## config.mk

```make
export PLATFORM = sky130hd
export DESIGN_NAME = hde_int_ctrl
export DESIGN_NICKNAME = d
export VERILOG_FILES = /design/src/hde_pkg.sv /design/src/hde_thresh_cnt.sv /design/src/hde_int_ctrl.sv
export SDC_FILE = /design/constraint.sdc
export NUM_CORES = 1
export LEC_CHECK = 0
export BUFFER_PORTS_ARGS = -buffer_cell sky130_fd_sc_hd__buf_2
export CAP_MARGIN = 20
export CORE_UTILIZATION = 44
export DETAILED_ROUTE_END_ITERATION = 12
export PLACE_DENSITY_LB_ADDON = 0.3
export SYNTH_ARGS = -nofsm -noshare
export SYNTH_HDL_FRONTEND = slang
export SYNTH_SLANG_ARGS = --single-unit
```

## constraint.sdc

```tcl
create_clock -name clk -period 3.4 [get_ports clk]
set_clock_uncertainty 0.15 [all_clocks]
set_input_delay 0.68 -clock clk [delete_from_list [all_inputs] [get_ports clk]]
set_output_delay 0.68 -clock clk [all_outputs]
set_load 0.005 [all_outputs]
```

## src/hde_pkg.sv

```systemverilog
/*
  Package for the HDLC DMA interrupt enable block: register offsets, enable and
  status bit positions, reset values and the carrier structs of the host port and the event pulses.
  Assumes one system clock shared by the host register port and the event sources.
*/
package hde_pkg;

  localparam int unsigned ADDR_W = 11;
  localparam int unsigned DATA_W = 32;
  localparam int unsigned NUM_Q = 5;
  localparam int unsigned Q_CNT_W = 8;

  // Register offsets (byte addresses)
  localparam logic [ADDR_W-1:0] OFF_MASTER_RESET = 11'h000;
  localparam logic [ADDR_W-1:0] OFF_INT_ENABLE = 11'h004;
  localparam logic [ADDR_W-1:0] OFF_INT_STATUS = 11'h008;

  // Software reset bit of the master reset register
  localparam int unsigned BIT_SOFT_RESET = 15;
  localparam logic RST_SOFT_RESET = 1'b0;

  // Enable / status bit positions, shared by both registers
  localparam int unsigned BIT_SYS_ERR = 0;
  localparam int unsigned BIT_PARITY_ERR = 1;
  localparam int unsigned BIT_RX_CHECKSUM_ERR = 2;
  localparam int unsigned BIT_RX_ABORT = 3;
  localparam int unsigned BIT_RX_FORMAT_ERR = 4;
  localparam int unsigned BIT_RX_OVERRUN = 5;
  localparam int unsigned BIT_RX_SMALL_FREE_READ = 6;
  localparam int unsigned BIT_RX_LARGE_FREE_READ = 7;
  localparam int unsigned BIT_RX_READY_WRITE = 8;
  localparam int unsigned BIT_RX_FREE_EMPTY_ERR = 9;
  localparam int unsigned BIT_RX_READY_FULL_ERR = 10;
  localparam int unsigned BIT_TX_FREE_WRITE = 11;
  localparam int unsigned BIT_TX_READY_READ = 12;
  localparam int unsigned BIT_TX_FREE_FULL_ERR = 13;
  localparam int unsigned BIT_TX_COMPLETE = 14;
  localparam int unsigned BIT_TX_UNDERFLOW = 15;
  localparam int unsigned INT_W = 16;

  localparam logic [INT_W-1:0] RST_INT_ENABLE = 16'h0000;
  localparam logic [INT_W-1:0] RST_INT_STATUS = 16'h0000;

  // Index of each counted descriptor queue access
  localparam int unsigned Q_RX_SMALL_FREE = 0;
  localparam int unsigned Q_RX_LARGE_FREE = 1;
  localparam int unsigned Q_RX_READY = 2;
  localparam int unsigned Q_TX_FREE = 3;
  localparam int unsigned Q_TX_READY = 4;

  // Host register request, one cycle per access
  typedef struct packed {
    logic wr;
    logic rd;
    logic [ADDR_W-1:0] addr;
    logic [3:0] byte_en_n;
    logic [DATA_W-1:0] wdata;
  } hde_req_t;

  // Single-cycle event pulses from the frame engine
  typedef struct packed {
    logic rx_checksum_err;
    logic rx_abort;
    logic rx_format_err;
    logic rx_overrun;
    logic rx_free_empty_err;
    logic rx_ready_full_err;
    logic tx_free_full_err;
    logic tx_done;
    logic completion_notify_tag;
    logic tx_underflow;
  } hde_evt_t;

endpackage

```

## src/hde_thresh_cnt.sv

```systemverilog
/*
  Counts descriptor reference accesses to one queue and pulses once the
  programmed count has been reached. Assumes accesses are one-cycle pulses on clk.
*/
`timescale 1ns/1ps
module hde_thresh_cnt #(
  parameter int unsigned CW = 8
) (
  input wire logic clk,
  input wire logic rstn,
  input wire logic clear,
  input wire logic access,
  input wire logic [CW-1:0] thresh,
  output logic hit
);

  logic [CW-1:0] cnt_r;
  logic [CW-1:0] cnt_nxt;
  logic hit_r;
  logic reached;

  if (CW < 2 || CW > 16) begin : g_bad_width
    $error("hde_thresh_cnt: CW must lie between 2 and 16");
  end

  // A zero threshold disables the count entirely
  assign cnt_nxt = cnt_r + {{(CW-1){1'b0}}, 1'b1};
  assign reached = access && (thresh != '0) && (cnt_nxt >= thresh);

  always_ff @(posedge clk or negedge rstn) begin
    if (!rstn) begin
      cnt_r <= '0;
    end else if (clear) begin
      cnt_r <= '0;
    end else if (reached) begin
      cnt_r <= '0;
    end else if (access && thresh != '0) begin
      cnt_r <= cnt_nxt;
    end
  end

  always_ff @(posedge clk or negedge rstn) begin
    if (!rstn) begin
      hit_r <= 1'b0;
    end else begin
      hit_r <= reached && !clear;
    end
  end

  assign hit = hit_r;

endmodule // hde_thresh_cnt

```

## src/hde_int_ctrl.sv

```systemverilog
/*
  Interrupt enable, status and host interrupt output of an HDLC DMA frame engine.
  Holds the master reset, interrupt enable and interrupt status registers behind
  the host register port. Assumes the host port and all event pulses are
  synchronous to clk; event pulses last one cycle per event.
*/
`timescale 1ns/1ps
module hde_int_ctrl #(
  parameter int unsigned Q_CNT_W = hde_pkg::Q_CNT_W
) (
  input wire logic clk,
  input wire logic rstn,
  input wire hde_pkg::hde_req_t req,
  output logic [hde_pkg::DATA_W-1:0] rd_data,
  output logic rd_valid,
  input wire hde_pkg::hde_evt_t evt,
  input wire logic [hde_pkg::NUM_Q-1:0] q_access,
  input wire logic [hde_pkg::NUM_Q-1:0][Q_CNT_W-1:0] q_thresh,
  output logic soft_reset_out,
  output logic host_interrupt_out
);

  localparam int unsigned INT_W = hde_pkg::INT_W;
  localparam int unsigned DATA_W = hde_pkg::DATA_W;

  if (Q_CNT_W < 2 || Q_CNT_W > 16) begin : g_bad_cnt
    $error("hde_int_ctrl: Q_CNT_W must lie between 2 and 16");
  end

  logic soft_reset_r;
  logic [INT_W-1:0] enable_r;
  logic [INT_W-1:0] status_r;
  logic [INT_W-1:0] status_nxt;
  logic [INT_W-1:0] set_vec;
  logic [hde_pkg::NUM_Q-1:0] q_hit;
  logic [DATA_W-1:0] rd_data_r;
  logic [DATA_W-1:0] rd_data_nxt;
  logic rd_valid_r;
  logic irq_r;
  logic access_ok;
  logic wr_reset;
  logic wr_enable;
  logic rd_status;

  // Any access with every byte enable negated touches no register; a read still gets rd_valid with zero data
  assign access_ok = (req.byte_en_n != 4'hf);
  assign wr_reset = req.wr && access_ok && (req.addr == hde_pkg::OFF_MASTER_RESET);
  assign wr_enable = req.wr && access_ok && (req.addr == hde_pkg::OFF_INT_ENABLE);
  assign rd_status = req.rd && access_ok && (req.addr == hde_pkg::OFF_INT_STATUS);

  // Software reset: a write of 0 or the hardware reset clears it, it is not self clearing
  always_ff @(posedge clk or negedge rstn) begin
    if (!rstn) begin
      soft_reset_r <= hde_pkg::RST_SOFT_RESET;
    end else if (wr_reset) begin
      soft_reset_r <= req.wdata[hde_pkg::BIT_SOFT_RESET];
    end
  end

  // Enable register; byte lanes are not split, a write replaces all bits
  always_ff @(posedge clk or negedge rstn) begin
    if (!rstn) begin
      enable_r <= hde_pkg::RST_INT_ENABLE;
    end else if (soft_reset_r) begin
      enable_r <= hde_pkg::RST_INT_ENABLE;
    end else if (wr_enable) begin
      enable_r <= req.wdata[INT_W-1:0];
    end
  end

  // Descriptor queue access counters, one per counted queue
  for (genvar q = 0; q < hde_pkg::NUM_Q; q++) begin : g_q
    hde_thresh_cnt #(
      .CW(Q_CNT_W)
    ) u_cnt (
      .clk(clk),
      .rstn(rstn),
      .clear(soft_reset_r),
      .access(q_access[q]),
      .thresh(q_thresh[q]),
      .hit(q_hit[q])
    );
  end

  // Event to status bit mapping; the two PCI error bits have no source here
  always_comb begin
    set_vec = '0;
    set_vec[hde_pkg::BIT_RX_CHECKSUM_ERR] = evt.rx_checksum_err;
    set_vec[hde_pkg::BIT_RX_ABORT] = evt.rx_abort;
    set_vec[hde_pkg::BIT_RX_FORMAT_ERR] = evt.rx_format_err;
    set_vec[hde_pkg::BIT_RX_OVERRUN] = evt.rx_overrun;
    set_vec[hde_pkg::BIT_RX_SMALL_FREE_READ] = q_hit[hde_pkg::Q_RX_SMALL_FREE];
    set_vec[hde_pkg::BIT_RX_LARGE_FREE_READ] = q_hit[hde_pkg::Q_RX_LARGE_FREE];
    set_vec[hde_pkg::BIT_RX_READY_WRITE] = q_hit[hde_pkg::Q_RX_READY];
    set_vec[hde_pkg::BIT_RX_FREE_EMPTY_ERR] = evt.rx_free_empty_err;
    set_vec[hde_pkg::BIT_RX_READY_FULL_ERR] = evt.rx_ready_full_err;
    set_vec[hde_pkg::BIT_TX_FREE_WRITE] = q_hit[hde_pkg::Q_TX_FREE];
    set_vec[hde_pkg::BIT_TX_READY_READ] = q_hit[hde_pkg::Q_TX_READY];
    set_vec[hde_pkg::BIT_TX_FREE_FULL_ERR] = evt.tx_free_full_err;
    set_vec[hde_pkg::BIT_TX_COMPLETE] = evt.tx_done && evt.completion_notify_tag;
    set_vec[hde_pkg::BIT_TX_UNDERFLOW] = evt.tx_underflow;
  end

  // Status latches regardless of enable; a new event beats the read clear
  always_comb begin
    status_nxt = rd_status ? hde_pkg::RST_INT_STATUS : status_r;
    status_nxt = status_nxt | set_vec;
  end

  always_ff @(posedge clk or negedge rstn) begin
    if (!rstn) begin
      status_r <= hde_pkg::RST_INT_STATUS;
    end else if (soft_reset_r) begin
      status_r <= hde_pkg::RST_INT_STATUS;
    end else begin
      status_r <= status_nxt;
    end
  end

  // Read data returns the value before the clear; unmapped offsets read zero
  always_comb begin
    rd_data_nxt = '0;
    if (req.rd && access_ok) begin
      unique case (req.addr)
        hde_pkg::OFF_MASTER_RESET: rd_data_nxt[hde_pkg::BIT_SOFT_RESET] = soft_reset_r;
        hde_pkg::OFF_INT_ENABLE: rd_data_nxt[INT_W-1:0] = enable_r;
        hde_pkg::OFF_INT_STATUS: rd_data_nxt[INT_W-1:0] = status_r;
        default: rd_data_nxt = '0;
      endcase
    end
  end

  always_ff @(posedge clk or negedge rstn) begin
    if (!rstn) begin
      rd_data_r <= '0;
      rd_valid_r <= 1'b0;
    end else begin
      rd_data_r <= rd_data_nxt;
      rd_valid_r <= req.rd;
    end
  end

  // Interrupt from the registered state, so it is glitch free toward the host
  always_ff @(posedge clk or negedge rstn) begin
    if (!rstn) begin
      irq_r <= 1'b0;
    end else begin
      irq_r <= |(status_r & enable_r);
    end
  end

  assign rd_data = rd_data_r;
  assign rd_valid = rd_valid_r;
  assign soft_reset_out = soft_reset_r;
  assign host_interrupt_out = irq_r;

endmodule // hde_int_ctrl

```

After elaboration in Yosys (flattened, before gate mapping)
Cells that the tools add are included.
Widths: inputs -> output; s select.
{"block": "totals", "input_bits": 106, "ff_bits": 112, "elab_cells": 88, "output_inout_bits": 35}
{"block": "classes", "muxes": 22, "bitwise": 2, "eq_ne": 3, "n_addsub": 5, "reduce_logical": 35, "order_cmp": 5}
{"op": "$mux 8", "n": 15}
{"op": "$mux 16", "n": 5}
{"op": "$add 8x1->8 const B", "n": 5}
{"op": "$ge 8x8->1", "n": 5}
{"op": "$reduce_bool 8->1", "n": 5}
{"op": "$pmux 15 s2", "n": 1}
{"op": "$logic_and 1x1->1", "n": 21}
{"op": "$and 16x16->16", "n": 1}
{"op": "$or 16x16->16", "n": 1}
{"op": "$reduce_or 16->1", "n": 1}
{"op": "$reduce_bool 3->1", "n": 5}
{"op": "$eq 11x3->1 const B", "n": 1}
{"op": "$eq 11x4->1 const B", "n": 1}
{"op": "$logic_not 11->1", "n": 1}
{"op": "$ne 4x4->1 const B", "n": 1}
{"op": "$pmux 1 s3", "n": 1}
{"op": "$reduce_bool 2->1", "n": 1}
{"op": "$logic_not 1->1", "n": 1}

Logic depth before layout (Yosys ltp)
{"block": "depth", "ltp_word": 6, "ltp_mapped": 11, "mapped_depth_nobuf": 10}

By module
From an unflattened synthesis, not the netlist that was laid out.
{"block": "hier_totals", "cells_unflattened": 586, "hier_area_um2": 5779.3}
{"mod": "hde_thresh_cnt (g_q[0].u_cnt ...)", "cells_per_inst": 84, "area_per_inst_um2": 734.5, "instances": 4}
{"mod": "hde_int_ctrl", "cells_per_inst": 166, "area_per_inst_um2": 2095.8, "instances": 1}
{"mod": "hde_thresh_cnt (g_q[4].u_cnt)", "cells_per_inst": 84, "area_per_inst_um2": 745.7, "instances": 1}

Worst setup path after synthesis
No wires, ideal clock.
{"block": "synth_timing", "path_kind": "reg-to-reg", "start": "register g_q[1].u_cnt.cnt_r[2]", "end": "register g_q[1].u_cnt.cnt_r[1]", "period_less_slack_ns": 2.519, "required_time_ns": 3.172, "n_path_buf": 1, "path_stages_with_launch": 11, "path_slack_ns": 0.881, "arrival_ns": 2.291, "path_cell_list": "dfrtp_1 -> nand3_1 -> or2_2 -> xnor2_1 -> ha_1 -> a211o_1 -> a21oi_1 -> o31a_1 -> buf_2 -> o2111ai_1 -> a21oi_1"}
{"block": "synth_between", "elab_chain_len": 5}
{"item": "from (decl)", "line_no": "hde_thresh_cnt.sv:17", "text": "logic [CW-1:0] cnt_r;"}
{"item": "from (signal assigned)", "line_no": "hde_thresh_cnt.sv:38", "text": "cnt_r <= cnt_nxt;"}
{"item": "$add 8x1->8 *", "line_no": "hde_thresh_cnt.sv:27", "text": "assign cnt_nxt = cnt_r + {{(CW-1){1'b0}}, 1'b1};"}
{"item": "$ge 8x8->1 *", "line_no": "hde_thresh_cnt.sv:28", "text": "assign reached = access && (thresh != '0) && (cnt_nxt >= thresh);"}
{"item": "$logic_and 1x1->1 *", "line_no": "hde_thresh_cnt.sv:28"}
{"item": "$mux 8", "line_no": "hde_thresh_cnt.sv:35", "text": "end else if (reached) begin"}
{"item": "$mux 8", "line_no": "hde_thresh_cnt.sv:33", "text": "end else if (clear) begin"}
Mark *: on every way between the ends. The rest lies on a longest branch, timed or not.
A chain may end at the register's enable or synchronous reset.

Worst setup path in the final report
{"block": "layout_timing", "start": "register g_q[3].u_cnt.cnt_r[0]", "end": "register g_q[3].u_cnt.cnt_r[2]"}
{"block": "layout_between", "elab_chain_len": 5}
{"item": "from (decl)", "line_no": "hde_thresh_cnt.sv:17"}
{"item": "from (signal assigned)", "line_no": "hde_thresh_cnt.sv:38"}
{"item": "$add 8x1->8 *", "line_no": "hde_thresh_cnt.sv:27"}
{"item": "$ge 8x8->1", "line_no": "hde_thresh_cnt.sv:28"}
{"item": "$logic_and 1x1->1", "line_no": "hde_thresh_cnt.sv:28"}
{"item": "$mux 8", "line_no": "hde_thresh_cnt.sv:35"}
{"item": "$mux 8", "line_no": "hde_thresh_cnt.sv:33"}
Mark *: on every way between the ends. The rest lies on a longest branch, timed or not. The select of a mux whose other input is x is not followed.

==> qor.csv <==
metric;value;unit
cts_buffers;9;
die_width;115;um
finalWirelength;12100;um
synth.avg_cell_area;9.42;um^2
critPathTopFamily;compound AO/OA/AOI/OAI gates;
endpoint_kind;flop;
p_leak;3.25;nW
internal_power;2.88;mW
switchingPower;1.59;mW
power.density;674;nW/um^2
synth_area_leaders;dfrtp_1 (42%), ha_1 (9.9%), nand2_1 (4.7%), a22o_1 (4.6%), a21oi_1 (3.7%);
min_path_type;primary input to asynchronous set/reset pin;
drt_first_pass_iters;4;
min_period_over_period;0.857;
yosysSeqAreaShare;0.415;
async_flop_share;1.00;
slew_violations;0;
ys_ff_latch;94;
cp_num_buf_inv;0;
start_kind;flop;
max_slew.worst_pin.slew;0.794;ns
dp_hpwl;8940;um
cts_tree;yes;
ys.warnings.count;0;
timing.hold.ws;0.270;ns
fp-row-count;41;
ir_worst_vdd;0.310;mV
power_switching_share;0.356;
required;3.50;ns
drt_iter0_markers;283;
maxCapViolCount;0;
cp.arrival;3.02;ns
hold_viol_final;0;
io_pins;141;
status;finished, final reports clean;
seq_power_share;0.374;
netlist.area_leader.share;0.415;
syn_to_final_growth;16.8;%
crit_slowest_cell;dfrtp_1;
slew_headroom;0.471;
cts_setup_buffers;0;
clk_pin_slew_worst_paths;0.07;ns
cts_hold_buffers;0;
post-synth-top-area-cell;dfrtp_1;
crit_chain;ha_1, nand3_1, nor2_1, xor2_1, ha_1, o21a_1, a21oi_1, o31a_1, o21ai_0, a21oi_1;
synth_area;5670;um^2
grt_overflow;0;
synth_edf_count;0;
die_area;13300;um^2
grt_setup_unrepaired;no;
antenna_found_initial;0;
via_per_inst;5.32;
tns;0;ns
drive_gt1_frac;0.205;
antenna_left;0;
ys.flop_type;dfrtp_1;
num_vias;4668;
fin_crit;2.91;ns
grt_pass1_vias;4461;
ys_types;47;
cts_resized;0;
pwr-share-clk;0.257;
crit_fanout;12;
routedWlPerCell;13.7;um
fp.coreArea;12600;um^2
max_stage_delay;0.44;ns
port_buffers;108;
clock_path_buffers;2;
die_h;115;um
antenna_cells;0;
gp_congestion;0.785;
combPwrFrac;0.369;
place_ws;0.491;ns
fmax;343;MHz
root_buffer;clkbuf_16;
critical_path_class;flop to flop;
initial_core_util;0.451;
htree_levels;3;
insertion_delay;0.34;ns
grt_max_degree;63;
grt_first_pass_wirelength;20100;um
clock-sinks;94;
setup_viol;0;
worst_slack;0.487;ns
nets;853;
drc;0;
netlist_instances;602;
grt_usage;0.191;
fin_total_pwr;4.47;mW
-- registers in the layout (all words and copies together), names as in the netlist --
register,count
g_q.u_cnt.cnt_r,40
status_r,14
g_q.u_cnt.hit,5
enable_r,16
rd_valid,1
soft_reset_out,1
host_interrupt_out,1
rd_data,16
-- area by class of cell --
class                   count  area, um^2
clock buffers               9         225
multi-input cells         446        2980
flip-flops and latches     94        2350
clock inverters             6         116
fillers                  1165        5950
repair buffers            113         593
inverters                  38         143
well taps                 172         215
-- synthesized netlist by cell type, types with 2 or more instances --
library cell and count:
xnor2_1 18, xor2_1 12, o21a_1 11, clkbuf_1 7, or2_2 2, inv_1 38, nor2_1 36, o21ai_0 5
a221oi_1 2, nand4_1 10, a22o_1 30, buf_6 2, or4_1 10, a31oi_1 15, buf_4 22, nor3_1 22
and3_1 3, nor2b_1 5, a2111oi_0 5, dfrtp_1 94, nand3_1 27, buf_2 8, a22oi_1 7, o2111ai_1 2
a211o_1 5, o21ai_2 5, ha_1 45, o31a_1 5, a21oi_1 42, nor3b_1 5, and2_1 5, nand2_1 71
nand2b_1 5, nand3b_1 8
-- cells in the final DEF (no fill, tap or decap), types with 5 or more instances in the layout --
cell type / instances
o21a_1: 11
nand3b_1: 8
buf_4: 5
inv_1: 38
xnor2_1: 18
o31a_1: 5
a2111oi_0: 5
a21oi_1: 42
ha_1: 45
nor2_1: 36
dfrtp_1: 93
a31oi_1: 15
xor2_1: 12
a22o_1: 30
o21ai_0: 5
and2_1: 5
nand2b_1: 5
or4_1: 10
nor2b_1: 5
nand2_1: 71
a22oi_1: 7
clkbuf_16: 9
o21ai_2: 5
nor3b_1: 5
buf_2: 107
conb_1: 16
nand3_1: 27
nand4_1: 10
nor3_1: 22
a211o_1: 5
-- per-layer routing --
metal	vias to the layer above	routed length [um]	GRT usage
met3	16	545	0.0382
li1	2317	-	-
met2	110	5880	0.327
met1	2225	5480	0.241
met5	-	0	0
met4	0	163	0.0606
-- per-stage QoR --
stage / util / cells / cell area [um^2]
floorplan: - / 617 / 5720
global placement: 0.500 / 863 / 6280
detailed placement: 0.500 / 863 / 6280
CTS: 0.527 / 878 / 6620
global route: 0.527 / 878 / 6620
finish: 0.527 / 878 / 6620
-- cell families after synthesis --
group	count (synthesis)	share of synthesized area
AO/OA/AOI/OAI	134	0.165
XOR/XNOR	30	0.0464
adder cells (fa/ha/maj)	45	0.0993
buffers and inverters	77	0.0700
flip-flops	94	0.415
multiplexers	2	0.00375
other	1	0.000662
AND/OR/NAND/NOR	219	0.200
-- final timing paths --
| check | start | end | slack (ns) | cells after the start |
|---|---|---|---|---|
| max | g_q[3].u_cnt.cnt_r[0] | g_q[3].u_cnt.cnt_r[2] | 0.49 | 10 |
| min | rstn | rd_data[14] | 0.27 | 1 |
| max reg2reg | g_q[3].u_cnt.cnt_r[0] | g_q[3].u_cnt.cnt_r[2] | 0.49 | 10 |
| min reg2reg | g_q[3].u_cnt.hit | status_r[11] | 0.32 | 2 |
| max in group asynchronous | rstn | g_q[1].u_cnt.cnt_r[4] | 2.18 | 2 |
| min in group clk | g_q[3].u_cnt.hit | status_r[11] | 0.32 | 2 |
-- power groups by stage --
stage	sequential [mW]	combinational, mW	clock [mW]
after floorplan	1.61	1.33	0
after global placement	1.67	1.56	0
after detailed placement	1.68	1.67	0
after CTS	1.67	1.67	1.17
after global routing	1.71	1.93	1.21
final	1.67	1.65	1.15
-- worst register-to-register path: stages, from the launching register on --
cell and delay, ns:
dfrtp_1 0.44, ha_1 0.25, nand3_1 0.19, nor2_1 0.17, xor2_1 0.23, ha_1 0.29, o21a_1 0.18, a21oi_1 0.15
o31a_1 0.44, o21ai_0 0.16, a21oi_1 0.19
Note: power is estimated with default switching activity, not from simulation.
